**src/hdl/cps_pkg.sv**
```systemverilog
// Constants, types and rule summary for the compressor protection supervisor
// Contract
// - Current in limit band blocks raises; in reduce band keep lowering to minimum.
// - Trip current stops compressor; restart at or below reduce level after 3 min.
// - Six overcurrent trips latch until on/off key; long run clears the count.
// - Failed start stops compressor; retry after 20 s if no fault present.
// - Three failed starts flag start failure and wait 3 min before next group.
// - Five failed groups latch until on/off key; 2 min run clears counts.
// - Loss of synchronism is watched from start and stops compressor at once.
// - Restart 3 min after synchronism stop; six in a row latch until key.
// - Synchronism stop count clears once compressor has run over 10 min.
// - Bus overvoltage after pre-charge stops all; clears below recovery after 3 min.
// - Bus undervoltage stops all; clears above recovery after 3 min stopped.
// - Overvoltage at power application opens relay; fault holds until power cycle.
// - Heating coil below ambient minus difference is valve fault; 3 min; three latch.
// - Valve check off in test and defrost; off or mode change clears it.
// - Power-factor stage protection watched once started; stops stage and compressor.
// - Stage fault recovers after 3 min; three latch; 10 min stage run clears.
// - Outdoor ambient sensor always checked; coil sensor skipped first 10 min heating.
// - Discharge and module-open checked after 3 min run; module short at once.
// - Confirmed short acts as overheat stop plus sensor fault; open reports only.
// - Chassis heater on at or below 32 F, off above 35.6 F, else hold.
// - At 23 F or below stop compressor, heater on; off above 28.4 F.
package cps_pkg;
   // ****************************************
   // Timing
   // ****************************************
   localparam int CLK_HZ = 25000000;
   localparam int SEC_W = 12;
   typedef logic [SEC_W-1:0] cps_sec_t;
   localparam int RESTART_MIN = 3;
   localparam int START_RETRY_S = 20;
   localparam int START_CLR_MIN = 2;
   localparam int LOS_CLR_MIN = 10;
   localparam int PFC_CLR_MIN = 10;
   localparam int COIL_SKIP_MIN = 10;
   localparam int SENS_RUN_MIN = 3;
   localparam int SENS_CONF_S = 30;
   localparam cps_sec_t RESTART_SEC = cps_sec_t'(RESTART_MIN * 60);
   localparam cps_sec_t START_RETRY_SEC = cps_sec_t'(START_RETRY_S);
   localparam cps_sec_t START_CLR_SEC = cps_sec_t'(START_CLR_MIN * 60);
   localparam cps_sec_t LOS_CLR_SEC = cps_sec_t'(LOS_CLR_MIN * 60);
   localparam cps_sec_t PFC_CLR_SEC = cps_sec_t'(PFC_CLR_MIN * 60);
   localparam cps_sec_t COIL_SKIP_SEC = cps_sec_t'(COIL_SKIP_MIN * 60);
   localparam cps_sec_t SENS_RUN_SEC = cps_sec_t'(SENS_RUN_MIN * 60);
   localparam logic [4:0] SENS_CONF_SEC = 5'(SENS_CONF_S);
   // ****************************************
   // Counts and indexes
   // ****************************************
   localparam int NPROT = 4;
   localparam int P_OC = 0;
   localparam int P_LOS = 1;
   localparam int P_RV = 2;
   localparam int P_PFC = 3;
   localparam logic [2:0] OC_LIMIT = 3'h6;
   localparam logic [2:0] LOS_LIMIT = 3'h6;
   localparam logic [2:0] RV_LIMIT = 3'h3;
   localparam logic [2:0] PFC_LIMIT = 3'h3;
   localparam logic [1:0] START_TRIES = 2'h3;
   localparam logic [2:0] START_ROUNDS = 3'h5;
   localparam int NSENS = 4;
   localparam int S_AMB = 0;
   localparam int S_COIL = 1;
   localparam int S_EXH = 2;
   localparam int S_MOD = 3;
   // ****************************************
   // Temperatures, tenths of deg F, signed
   // ****************************************
   typedef logic signed [11:0] cps_temp_t;
   localparam cps_temp_t CHASSIS_ON_T = 12'sh140;
   localparam cps_temp_t CHASSIS_OFF_T = 12'sh164;
   localparam cps_temp_t COMPH_ON_T = 12'sh0e6;
   localparam cps_temp_t COMPH_OFF_T = 12'sh11c;
   // ****************************************
   // Register port
   // ****************************************
   localparam logic [3:0] REG_CTRL = 4'h0;
   localparam logic [3:0] REG_STAT = 4'h1;
   localparam logic [3:0] REG_CNT = 4'h2;
   localparam int CTRL_CHAS_EN = 0;
   localparam int CTRL_COMPH_EN = 1;
   localparam logic [1:0] CTRL_RST = 2'h3;
   typedef struct packed {
      logic busFlt;
      logic ovFlt;
      logic uvFlt;
      logic ocFlt;
      logic losFlt;
      logic pfcFlt;
      logic rvFlt;
      logic startFlt;
      logic coldStop;
      logic sensOver;
      logic anyLock;
   } cps_prot_s;
endpackage : cps_pkg

```
**src/hdl/cps_sec_tick.sv**
```systemverilog
// One-second tick prescaler from the system clock
`timescale 1ns/1ps
module cps_sec_tick #(
   parameter int CYC_PER_SEC = cps_pkg::CLK_HZ
) (
   input wire logic ref_clk,
   input wire logic rstN,
   output logic tick
);
   import cps_pkg::*;
   localparam int CW = $clog2(CYC_PER_SEC);

   generate
      if (CYC_PER_SEC < 2) begin : g_bad
         $error("CYC_PER_SEC must be at least 2");
      end
   endgenerate

   logic [CW-1:0] cnt_r;
   logic tick_r;
   wire wrap = (cnt_r == CW'(CYC_PER_SEC - 1));

   always_ff @(posedge ref_clk or negedge rstN) begin
      if (!rstN) begin
         cnt_r <= '0;
         tick_r <= 1'b0;
      end else begin
         cnt_r <= wrap ? '0 : cnt_r + 1'b1;
         tick_r <= wrap;
      end
   end

   assign tick = tick_r;
endmodule : cps_sec_tick

```
**src/hdl/cps_supervisor.sv**
```systemverilog
// Compressor protection supervisor: trips, restart timing, trip counts, heaters
//
// Added by the designer: the address-and-strobe port and the placing of the registers.
`timescale 1ns/1ps
module cps_supervisor #(
   parameter int CYC_PER_SEC = cps_pkg::CLK_HZ,
   parameter logic [11:0] I_LIMIT = 12'h500,
   parameter logic [11:0] I_REDUCE = 12'h600,
   parameter logic [11:0] I_TRIP = 12'h700,
   parameter logic [11:0] V_OV_TRIP = 12'he00,
   parameter logic [11:0] V_OV_REC = 12'hd00,
   parameter logic [11:0] V_UV_TRIP = 12'h400,
   parameter logic [11:0] V_UV_REC = 12'h500,
   parameter logic [11:0] V_PWRUP_OV = 12'he80,
   parameter logic signed [11:0] RV_DIFF = 12'sh032,
   parameter cps_pkg::cps_sec_t OC_CLR_SEC = cps_pkg::cps_sec_t'(600)
) (
   input wire logic ref_clk,
   input wire logic nrst,
   input wire logic [11:0] phaseCur,
   input wire logic [11:0] dcBus,
   input wire cps_pkg::cps_temp_t outAmb,
   input wire cps_pkg::cps_temp_t inCoil,
   input wire cps_pkg::cps_temp_t inAmb,
   input wire logic atMinFreq,
   input wire logic compRunning,
   input wire logic pfcRunning,
   input wire logic preChargeDone,
   input wire logic startFail,
   input wire logic outOfStep,
   input wire logic pfcProt,
   input wire logic heatMode,
   input wire logic testMode,
   input wire logic defrost,
   input wire logic turnOff,
   input wire logic modeToFanCoolDry,
   input wire logic onOffKey,
   input wire logic [cps_pkg::NSENS-1:0] sensShort,
   input wire logic [cps_pkg::NSENS-1:0] sensOpen,
   input wire logic [3:0] regAddr,
   input wire logic [15:0] regWdata,
   input wire logic regWr,
   input wire logic regRd,
   output logic [15:0] regRdata,
   output logic freqHoldUp,
   output logic freqDown,
   output logic compStop,
   output logic pfcDisable,
   output logic relayOpen,
   output logic chassisHeat,
   output logic compHeat,
   output cps_pkg::cps_prot_s protStatus,
   output logic [cps_pkg::NSENS-1:0] sensFault
);
   import cps_pkg::*;

   generate
      if (I_LIMIT > I_REDUCE || I_REDUCE > I_TRIP || V_UV_TRIP >= V_OV_TRIP) begin : g_bad
         $error("Threshold parameters out of order");
      end
   endgenerate

   function automatic cps_sec_t secInc(input cps_sec_t v);
      secInc = (&v) ? v : v + 1'b1;
   endfunction : secInc

   // ****************************************
   // Reset release and second tick
   // ****************************************
   logic [1:0] rstSync_r;
   logic rstN;
   logic tick;

   always_ff @(posedge ref_clk or negedge nrst) begin
      if (!nrst) begin
         rstSync_r <= 2'h0;
      end else begin
         rstSync_r <= {rstSync_r[0], 1'b1};
      end
   end
   assign rstN = rstSync_r[1];

   cps_sec_tick #(.CYC_PER_SEC(CYC_PER_SEC)) u_tick (
      .ref_clk(ref_clk),
      .rstN(rstN),
      .tick(tick)
   );

   // ****************************************
   // Run and stop timers, seconds
   // ****************************************
   cps_sec_t stopSec_r;
   cps_sec_t runSec_r;
   cps_sec_t pfcRunSec_r;

   always_ff @(posedge ref_clk or negedge rstN) begin
      if (!rstN) begin
         stopSec_r <= '0;
         runSec_r <= '0;
         pfcRunSec_r <= '0;
      end else begin
         stopSec_r <= compRunning ? '0 : (tick ? secInc(stopSec_r) : stopSec_r);
         runSec_r <= !compRunning ? '0 : (tick ? secInc(runSec_r) : runSec_r);
         pfcRunSec_r <= !pfcRunning ? '0 : (tick ? secInc(pfcRunSec_r) : pfcRunSec_r);
      end
   end

   wire stop3 = (stopSec_r >= RESTART_SEC);

   // ****************************************
   // Counted protections: current, sync, valve, stage
   // ****************************************
   logic [NPROT-1:0] trip;
   logic [NPROT-1:0] okClr;
   logic [NPROT-1:0] cntClr;
   logic [NPROT-1:0] modeClr;
   logic [2:0] limit [NPROT];
   logic [NPROT-1:0] flt_r;
   logic [NPROT-1:0] lock_r;
   logic [2:0] cnt_r [NPROT];

   wire cps_temp_t rvLimit = inCoil + RV_DIFF;
   // Trip at or above the trip current
   assign trip[P_OC] = compRunning && (phaseCur >= I_TRIP);
   assign trip[P_LOS] = compRunning && outOfStep;
   // Coil colder than ambient minus difference
   // Check suppressed in test and defrost
   assign trip[P_RV] = heatMode && compRunning && !testMode && !defrost && (rvLimit < inAmb);
   assign trip[P_PFC] = pfcRunning && pfcProt;
   // Restart needs reduce level and 3 min
   assign okClr[P_OC] = (phaseCur <= I_REDUCE) && stop3;
   assign okClr[P_LOS] = stop3;
   assign okClr[P_RV] = stop3;
   assign okClr[P_PFC] = stop3;
   assign cntClr[P_OC] = (runSec_r > OC_CLR_SEC);
   // Over 10 min run clears count
   assign cntClr[P_LOS] = (runSec_r > LOS_CLR_SEC);
   assign cntClr[P_RV] = 1'b0;
   assign cntClr[P_PFC] = (pfcRunSec_r >= PFC_CLR_SEC);
   // Off or mode change clears valve fault
   assign modeClr = {1'b0, turnOff | modeToFanCoolDry, 2'b00};
   assign limit[P_OC] = OC_LIMIT;
   assign limit[P_LOS] = LOS_LIMIT;
   assign limit[P_RV] = RV_LIMIT;
   assign limit[P_PFC] = PFC_LIMIT;

   // A new trip wins over any clear arriving in the same cycle
   always_ff @(posedge ref_clk or negedge rstN) begin
      if (!rstN) begin
         flt_r <= '0;
         lock_r <= '0;
         for (int i = 0; i < NPROT; i++) begin
            cnt_r[i] <= 3'h0;
         end
      end else begin
         for (int i = 0; i < NPROT; i++) begin
            if (trip[i] && !flt_r[i]) begin
               flt_r[i] <= 1'b1;
               cnt_r[i] <= cnt_r[i] + 1'b1;
               if (cnt_r[i] + 1'b1 >= limit[i]) begin
                  lock_r[i] <= 1'b1;
               end
            end else if (modeClr[i] && !lock_r[i]) begin
               flt_r[i] <= 1'b0;
               cnt_r[i] <= 3'h0;
            end else begin
               if (flt_r[i] && okClr[i] && !lock_r[i]) begin
                  flt_r[i] <= 1'b0;
               end
               if (onOffKey) begin
                  lock_r[i] <= 1'b0;
                  cnt_r[i] <= 3'h0;
               end else if (cntClr[i] && !lock_r[i]) begin
                  cnt_r[i] <= 3'h0;
               end
            end
         end
      end
   end

   // ****************************************
   // DC bus protections
   // ****************************************
   logic ovFlt_r;
   logic uvFlt_r;
   logic busFlt_r;
   logic pwrChk_r;

   always_ff @(posedge ref_clk or negedge rstN) begin
      if (!rstN) begin
         ovFlt_r <= 1'b0;
         uvFlt_r <= 1'b0;
         busFlt_r <= 1'b0;
         pwrChk_r <= 1'b1;
      end else begin
         pwrChk_r <= 1'b0;
         // Power-up overvoltage holds until power cycle
         if (pwrChk_r && dcBus > V_PWRUP_OV) begin
            busFlt_r <= 1'b1;
         end
         if (preChargeDone && dcBus > V_OV_TRIP) begin
            ovFlt_r <= 1'b1;
         end else if (dcBus < V_OV_REC && stop3) begin
            ovFlt_r <= 1'b0;
         end
         if (preChargeDone && dcBus < V_UV_TRIP) begin
            uvFlt_r <= 1'b1;
         end else if (dcBus > V_UV_REC && stop3) begin
            uvFlt_r <= 1'b0;
         end
      end
   end

   // ****************************************
   // Sensor checks
   // ****************************************
   logic [NSENS-1:0] shortEn;
   logic [NSENS-1:0] openEn;
   logic [NSENS-1:0] rawFlt;
   logic [NSENS-1:0] confShort_r;
   logic [NSENS-1:0] confFlt_r;
   logic [4:0] confSec_r [NSENS];

   wire runLong = compRunning && (runSec_r >= SENS_RUN_SEC);
   // Coil sensor skipped early in heating
   wire coilSkip = heatMode && compRunning && (runSec_r < COIL_SKIP_SEC) && !defrost;
   assign shortEn[S_AMB] = 1'b1;
   assign openEn[S_AMB] = 1'b1;
   assign shortEn[S_COIL] = testMode || !coilSkip;
   assign openEn[S_COIL] = testMode || !coilSkip;
   assign shortEn[S_EXH] = testMode || runLong;
   assign openEn[S_EXH] = testMode || runLong;
   // Module short at once, open after run
   assign shortEn[S_MOD] = 1'b1;
   assign openEn[S_MOD] = testMode || runLong;
   assign rawFlt = (sensShort & shortEn) | (sensOpen & openEn);

   // A fault must persist for the confirm time before it acts
   always_ff @(posedge ref_clk or negedge rstN) begin
      if (!rstN) begin
         confShort_r <= '0;
         confFlt_r <= '0;
         for (int s = 0; s < NSENS; s++) begin
            confSec_r[s] <= 5'h0;
         end
      end else begin
         for (int s = 0; s < NSENS; s++) begin
            if (!rawFlt[s]) begin
               confSec_r[s] <= 5'h0;
               confFlt_r[s] <= 1'b0;
               confShort_r[s] <= 1'b0;
            end else if (confSec_r[s] >= SENS_CONF_SEC) begin
               confFlt_r[s] <= 1'b1;
               confShort_r[s] <= sensShort[s] && shortEn[s];
            end else if (tick) begin
               confSec_r[s] <= confSec_r[s] + 1'b1;
            end
         end
      end
   end

   // ****************************************
   // Start failure and heaters
   // ****************************************
   logic [1:0] startTry_r;
   logic [2:0] startRnd_r;
   logic startHold_r;
   logic startLong_r;
   logic startFlt_r;
   logic startLock_r;
   logic chassis_r;
   logic compHeat_r;
   logic [1:0] ctrl_r;
   logic compStop_r;
   logic pfcDis_r;
   logic holdUp_r;
   logic down_r;

   wire otherFlt = (|flt_r) | ovFlt_r | uvFlt_r | busFlt_r | (|confShort_r) | compHeat_r;
   // Long wait after a failed group
   wire cps_sec_t startWait = startLong_r ? RESTART_SEC : START_RETRY_SEC;
   wire startLast = (startTry_r + 1'b1 == START_TRIES);

   always_ff @(posedge ref_clk or negedge rstN) begin
      if (!rstN) begin
         startTry_r <= 2'h0;
         startRnd_r <= 3'h0;
         startHold_r <= 1'b0;
         startLong_r <= 1'b0;
         startFlt_r <= 1'b0;
         startLock_r <= 1'b0;
      end else if (startFail) begin
         startHold_r <= 1'b1;
         startTry_r <= startLast ? 2'h0 : startTry_r + 1'b1;
         startLong_r <= startLast;
         if (startLast) begin
            startFlt_r <= 1'b1;
            startRnd_r <= startRnd_r + 1'b1;
            if (startRnd_r + 1'b1 >= START_ROUNDS) begin
               startLock_r <= 1'b1;
            end
         end
      end else if (onOffKey) begin
         startLock_r <= 1'b0;
         startTry_r <= 2'h0;
         startRnd_r <= 3'h0;
      end else begin
         // Retry only with no fault present
         if (startHold_r && !startLock_r && !otherFlt && stopSec_r >= startWait) begin
            startHold_r <= 1'b0;
            startFlt_r <= 1'b0;
         end
         // Two minutes of run clears counts
         if (runSec_r >= START_CLR_SEC && !startLock_r) begin
            startTry_r <= 2'h0;
            startRnd_r <= 3'h0;
         end
      end
   end

   always_ff @(posedge ref_clk or negedge rstN) begin
      if (!rstN) begin
         chassis_r <= 1'b0;
         compHeat_r <= 1'b0;
      end else begin
         if (outAmb <= CHASSIS_ON_T) begin
            chassis_r <= 1'b1;
         end else if (outAmb > CHASSIS_OFF_T) begin
            chassis_r <= 1'b0;
         end
         if (outAmb <= COMPH_ON_T) begin
            compHeat_r <= 1'b1;
         end else if (outAmb > COMPH_OFF_T) begin
            compHeat_r <= 1'b0;
         end
      end
   end

   // ****************************************
   // Drive outputs
   // ****************************************
   wire anyLock = (|lock_r) | startLock_r;
   wire stopNow = otherFlt | startHold_r | anyLock;
   // Hold in limit band, lower in reduce band
   wire holdBand = (phaseCur >= I_LIMIT) && (phaseCur < I_REDUCE);
   wire downBand = (phaseCur >= I_REDUCE) && (phaseCur < I_TRIP) && !atMinFreq;
   // Bus faults and stage fault stop the stage
   wire pfcOff = ovFlt_r | uvFlt_r | busFlt_r | flt_r[P_PFC];

   always_ff @(posedge ref_clk or negedge rstN) begin
      if (!rstN) begin
         compStop_r <= 1'b1;
         pfcDis_r <= 1'b1;
         holdUp_r <= 1'b0;
         down_r <= 1'b0;
      end else begin
         compStop_r <= stopNow;
         pfcDis_r <= pfcOff;
         holdUp_r <= holdBand;
         down_r <= downBand;
      end
   end

   assign compStop = compStop_r;
   assign pfcDisable = pfcDis_r;
   assign freqHoldUp = holdUp_r;
   assign freqDown = down_r;
   assign relayOpen = busFlt_r;
   assign chassisHeat = chassis_r && ctrl_r[CTRL_CHAS_EN];
   assign compHeat = compHeat_r && ctrl_r[CTRL_COMPH_EN];
   assign sensFault = confFlt_r;
   assign protStatus = '{busFlt: busFlt_r, ovFlt: ovFlt_r, uvFlt: uvFlt_r,
                         ocFlt: flt_r[P_OC], losFlt: flt_r[P_LOS], pfcFlt: flt_r[P_PFC],
                         rvFlt: flt_r[P_RV], startFlt: startFlt_r, coldStop: compHeat_r,
                         sensOver: |confShort_r, anyLock: anyLock};

   // ****************************************
   // Register port
   // ****************************************
   logic [15:0] rdata_r;
   wire [15:0] statWord = {1'b0, sensFault, protStatus};
   wire [15:0] cntWord = {1'b0, startRnd_r, startTry_r, cnt_r[P_PFC][1:0], cnt_r[P_RV][1:0],
                          cnt_r[P_LOS], cnt_r[P_OC]};
   wire [15:0] rdSel = (regAddr == REG_CTRL) ? {14'h0, ctrl_r} :
                       (regAddr == REG_STAT) ? statWord :
                       (regAddr == REG_CNT) ? cntWord : 16'h0;

   always_ff @(posedge ref_clk or negedge rstN) begin
      if (!rstN) begin
         ctrl_r <= CTRL_RST;
         rdata_r <= 16'h0;
      end else begin
         if (regWr && regAddr == REG_CTRL) begin
            ctrl_r <= regWdata[1:0];
         end
         rdata_r <= regRd ? rdSel : 16'h0;
      end
   end

   assign regRdata = rdata_r;
endmodule : cps_supervisor

```
**config.mk**
```make
export PLATFORM = sky130hd
export DESIGN_NAME = cps_supervisor
export DESIGN_NICKNAME = d
export VERILOG_FILES = /design/src/hdl/cps_pkg.sv /design/src/hdl/cps_sec_tick.sv /design/src/hdl/cps_supervisor.sv
export SDC_FILE = /design/constraint.sdc
export NUM_CORES = 1
export LEC_CHECK = 0
export CAP_MARGIN = 20
export CELL_PAD_IN_SITES_DETAIL_PLACEMENT = 1
export CELL_PAD_IN_SITES_GLOBAL_PLACEMENT = 2
export CORE_MARGIN = 2
export CORE_UTILIZATION = 36
export DETAILED_ROUTE_END_ITERATION = 16
export DONT_BUFFER_PORTS = 1
export PLACE_DENSITY_LB_ADDON = 0.1
export SETUP_SLACK_MARGIN = 0.1
export SLEW_MARGIN = 20
export SYNTH_ARGS = -nofsm -noshare
export SYNTH_HDL_FRONTEND = slang
export SYNTH_SLANG_ARGS = --single-unit
```
**constraint.sdc**
```tcl
create_clock -name ref_clk -period 4.85 [get_ports ref_clk]
set_clock_uncertainty 0.2 [all_clocks]
set_input_delay 0.7275 -clock ref_clk [delete_from_list [all_inputs] [get_ports ref_clk]]
set_output_delay 0.7275 -clock ref_clk [all_outputs]
set_load 0.01 [all_outputs]
```
==> key figures <==
Synth
  • Number of warning messages in the yosys log: 0
  • Cell variety after synth: 87
  • Post-Syn Area: 8125 sq um
  • Register bit total from synthesis: 148
  • Ys flop type: dfrtp_1
  • Async S/R FF share, synth: 1.000
  • Mean post-synth cell area: 9.897 sq um
  • Seq/Total Area, Yosys: 0.4566
  • Number of synthesized flops with an enable pin: 0
  • Synth Instances: 821

Worst setup path
  • CP Class: in2reg
  • Critical path fanouts, max: 4
  • Crit path max-delay family: compound AO/OA/AOI/OAI gates
  • Worst EP arrival: 2.94 ns
  • Worst path bufs/invs: 0
  • Slowest CP cell: a21oi_1
  • Worst EP required: 4.93 ns
  • Worst setup EP type: flop
  • Crit path launch type: primary input
  • Worst stage delay on the critical path: 0.38 ns
  • Crit path cell chain: ha_1 > nand2_1 > a21boi_0 > nand3_1 > xnor2_1 > ha_1 > nand2_1 > a211oi_1 > a21oi_1 > a21oi_1 > o21ai_0

Placed design
  • PortBufs: 0
  • Pre-CTS setup slack: 1.498 ns
  • Placer congestion estimate: 0.7426
  • Post-DP HPWL: 14860 um

Clock tree
  • Setup Fix Bufs, Post-CTS: 0
  • Clock Latency Late Sink: 0.42 ns
  • CTS tree: yes
  • Max Buffers Root-to-Sink: 2
  • Clock slew at reported path FFs: 0.06 ns
  • Clock Sinks: 148
  • Clk root buf: clkbuf_16
  • CTS buffer count: 17
  • H-tree levels: 4

Route
  • Avg WL per Cell: 18.32 um
  • Drt total wl: 20330 um
  • Vias/cell: 5.450
  • DR DRC count: 0
  • Initial DRC count: 229
  • Post-route ant nets: 0
  • 1st-pass router iterations: 4
  • DR vias: 6050

Timing
  • Transition time of the tightest slew-check pin: 0.8186 ns
  • Hold Fails Final Rpt: 0
  • Final period util: 0.5892
  • Achievable Freq: 0.3500 GHz
  • Relative slew slack: 0.4542
  • Slew Viols, Final: 0
  • Final setup fails: 0
  • Minimum clock period: 2.857 ns
  • TNS Setup: 0 ns
  • RSZ-0062 raised after global routing: false
  • Final worst slack: 1.993 ns

Outcome
  • Status: completed

GRT
  • First-pass GRT wire length: 33950 um
  • GR Overflow Total: 0
  • Vias in the first global route: 6542
  • Initial antenna violation count: 0
  • Pin count of the biggest net entering global routing: 147
  • Total track usage: 0.1779

Cells and area
  • Layout cells sized above 1: 0.08916
  • # diodes: 0
  • Area growth, synth to finish: 10.15%
  • Most frequent cells in the layout: dfrtp_1, nor2_1, nand2_1
  • Commonest non-fill, non-tap cell in the layout: dfrtp_1
  • Nets@finish: 961

Power and ir drop
  • Worst VDD drop: 0.1867 mV
  • Leakage power: 3.929 nW
  • Pwr dens: 308.1 nW/um^2

Floorplanning
  • Chip Width: 154.2 um
  • Row count: 54
  • Initial Util: 0.3700
  • IO Pins: 143
  • Die Footprint: 23790 sq um
  • Core area: 21960 sq um
  • Die height: 154.2 um

Min path
  • HP Class: reg2reg

Run
  • Maxcap violations: 0
layout make-up:
| cell class | instances | area (sq um) |
|---|---|---|
| fill | 2438 | 13010 |
| sequential | 148 | 3714 |
| multi-input combinational | 597 | 4095 |
| inverter | 49 | 183.9 |
| clock inverter | 10 | 97.59 |
| clock buffer | 22 | 464.2 |
| timing repair buffer | 4 | 45.04 |
| tap | 280 | 350.3 |
timing repair:
| item | in CTS | in global routing |
|---|---|---|
| gates resized for setup | 0 | 0 |
| endpoints found under the setup margin | 0 | 0 |
| endpoints found under the hold margin | 2 | 0 |
| hold buffers | 1 | 0 |
final timing paths:
| path | slack, ns | to | start | depth (start not counted) |
|---|---|---|---|---|
| min | 0.15 | rstSync_r[1] | rstSync_r[0] | 0 |
| min in group asynchronous | 0.24 | confSec_r[0] | rstSync_r[1] | 1 |
| max | 1.99 | flt_r[2] | inCoil[1] | 11 |
| min reg2reg | 0.15 | rstSync_r[1] | rstSync_r[0] | 0 |
| max reg2reg | 2.61 | pfcRunSec_r[9] | u_tick.tick | 5 |
| max in group asynchronous | 3.59 | cnt_r[2] | rstSync_r[1] | 1 |
state kept, by name, summed over array words and instances (netlist names), 2 cells and up:
register and cells:
confSec_r 20, cnt_r 2, lock_r 4, regRdata 15, sensFault 4, rstSync_r 2, startRnd_r 3, u_tick.cnt_r 25
confShort_r 4, stopSec_r 12, cntWord 10, runSec_r 12, startTry_r 2, pfcRunSec_r 12, flt_r 4, ctrl_r 2
cell usage after synthesis, types with 6 or more instances:
| library cell | count | area share |
|---|---|---|
| a21o_1 | 9 | 0.0083 |
| ha_1 | 39 | 0.060 |
| nor2b_1 | 8 | 0.0062 |
| o211ai_1 | 7 | 0.0065 |
| a211oi_1 | 7 | 0.0065 |
| a22oi_1 | 13 | 0.012 |
| xnor2_1 | 32 | 0.034 |
| a21oi_1 | 34 | 0.021 |
| inv_1 | 48 | 0.022 |
| nor3_1 | 15 | 0.0092 |
| nor4_1 | 8 | 0.0062 |
| and2_1 | 17 | 0.013 |
| xor2_1 | 42 | 0.045 |
| buf_2 | 8 | 0.0049 |
| dfrtp_1 | 143 | 0.44 |
| clkbuf_1 | 10 | 0.0046 |
| a31oi_1 | 7 | 0.0054 |
| nand2_1 | 53 | 0.024 |
| nand4_1 | 23 | 0.018 |
| and3_1 | 9 | 0.0069 |
| nand3_1 | 26 | 0.016 |
| nand2b_1 | 7 | 0.0054 |
| mux2i_1 | 6 | 0.0074 |
| o21ai_0 | 24 | 0.015 |
| nor2_1 | 100 | 0.046 |
| buf_4 | 8 | 0.0074 |
| and4_1 | 9 | 0.0097 |
| o2111ai_1 | 10 | 0.011 |
through the flow:
stage | area [sq um] | std cells | hold WS [ns] | power [mW] | utilization
after floorplan | 8129 | 822 | 0.1312 | 1.460 | -
final | 8950 | 1110 | 0.1535 | 2.758 | 0.4076
after CTS | 8950 | 1110 | 0.1468 | 2.807 | 0.4076
after global placement | 8378 | 1077 | 0.1391 | 1.501 | 0.3815
after global routing | 8950 | 1110 | 0.1391 | 2.890 | 0.4076
after detailed placement | 8378 | 1077 | 0.1425 | 1.513 | 0.3815
layer usage:
layer	track usage	vias to the layer above	share of wire	routed length, um
met5	0	-	0	0
li1	-	2901	-	-
met2	0.3064	101	0.49	10010
met3	0.04623	11	0.043	878
met1	0.2273	3037	0.46	9299
met4	0.03471	0	0.0068	138
cells by family after synthesis:
family,count (synthesis),share of synthesized area
muxes,8,0.01016
and+or+nand+nor,317,0.2131
other,2,0.0009243
DFF,148,0.4566
adders and majority gates,39,0.06006
AOI/OAI and AO/OA,156,0.1378
xor gates and xnor gates,74,0.07977
buffers and inverters,77,0.04158
where the power goes:
part           leakage [nW]  total (mW)  internal (mW)  switching [mW]
sequential             1.99        1.32           1.27          0.0497
combinational          1.67       0.167         0.0656           0.101
clock                 0.267        1.27          0.736           0.537
Note: power is estimated with default switching activity, not from simulation.
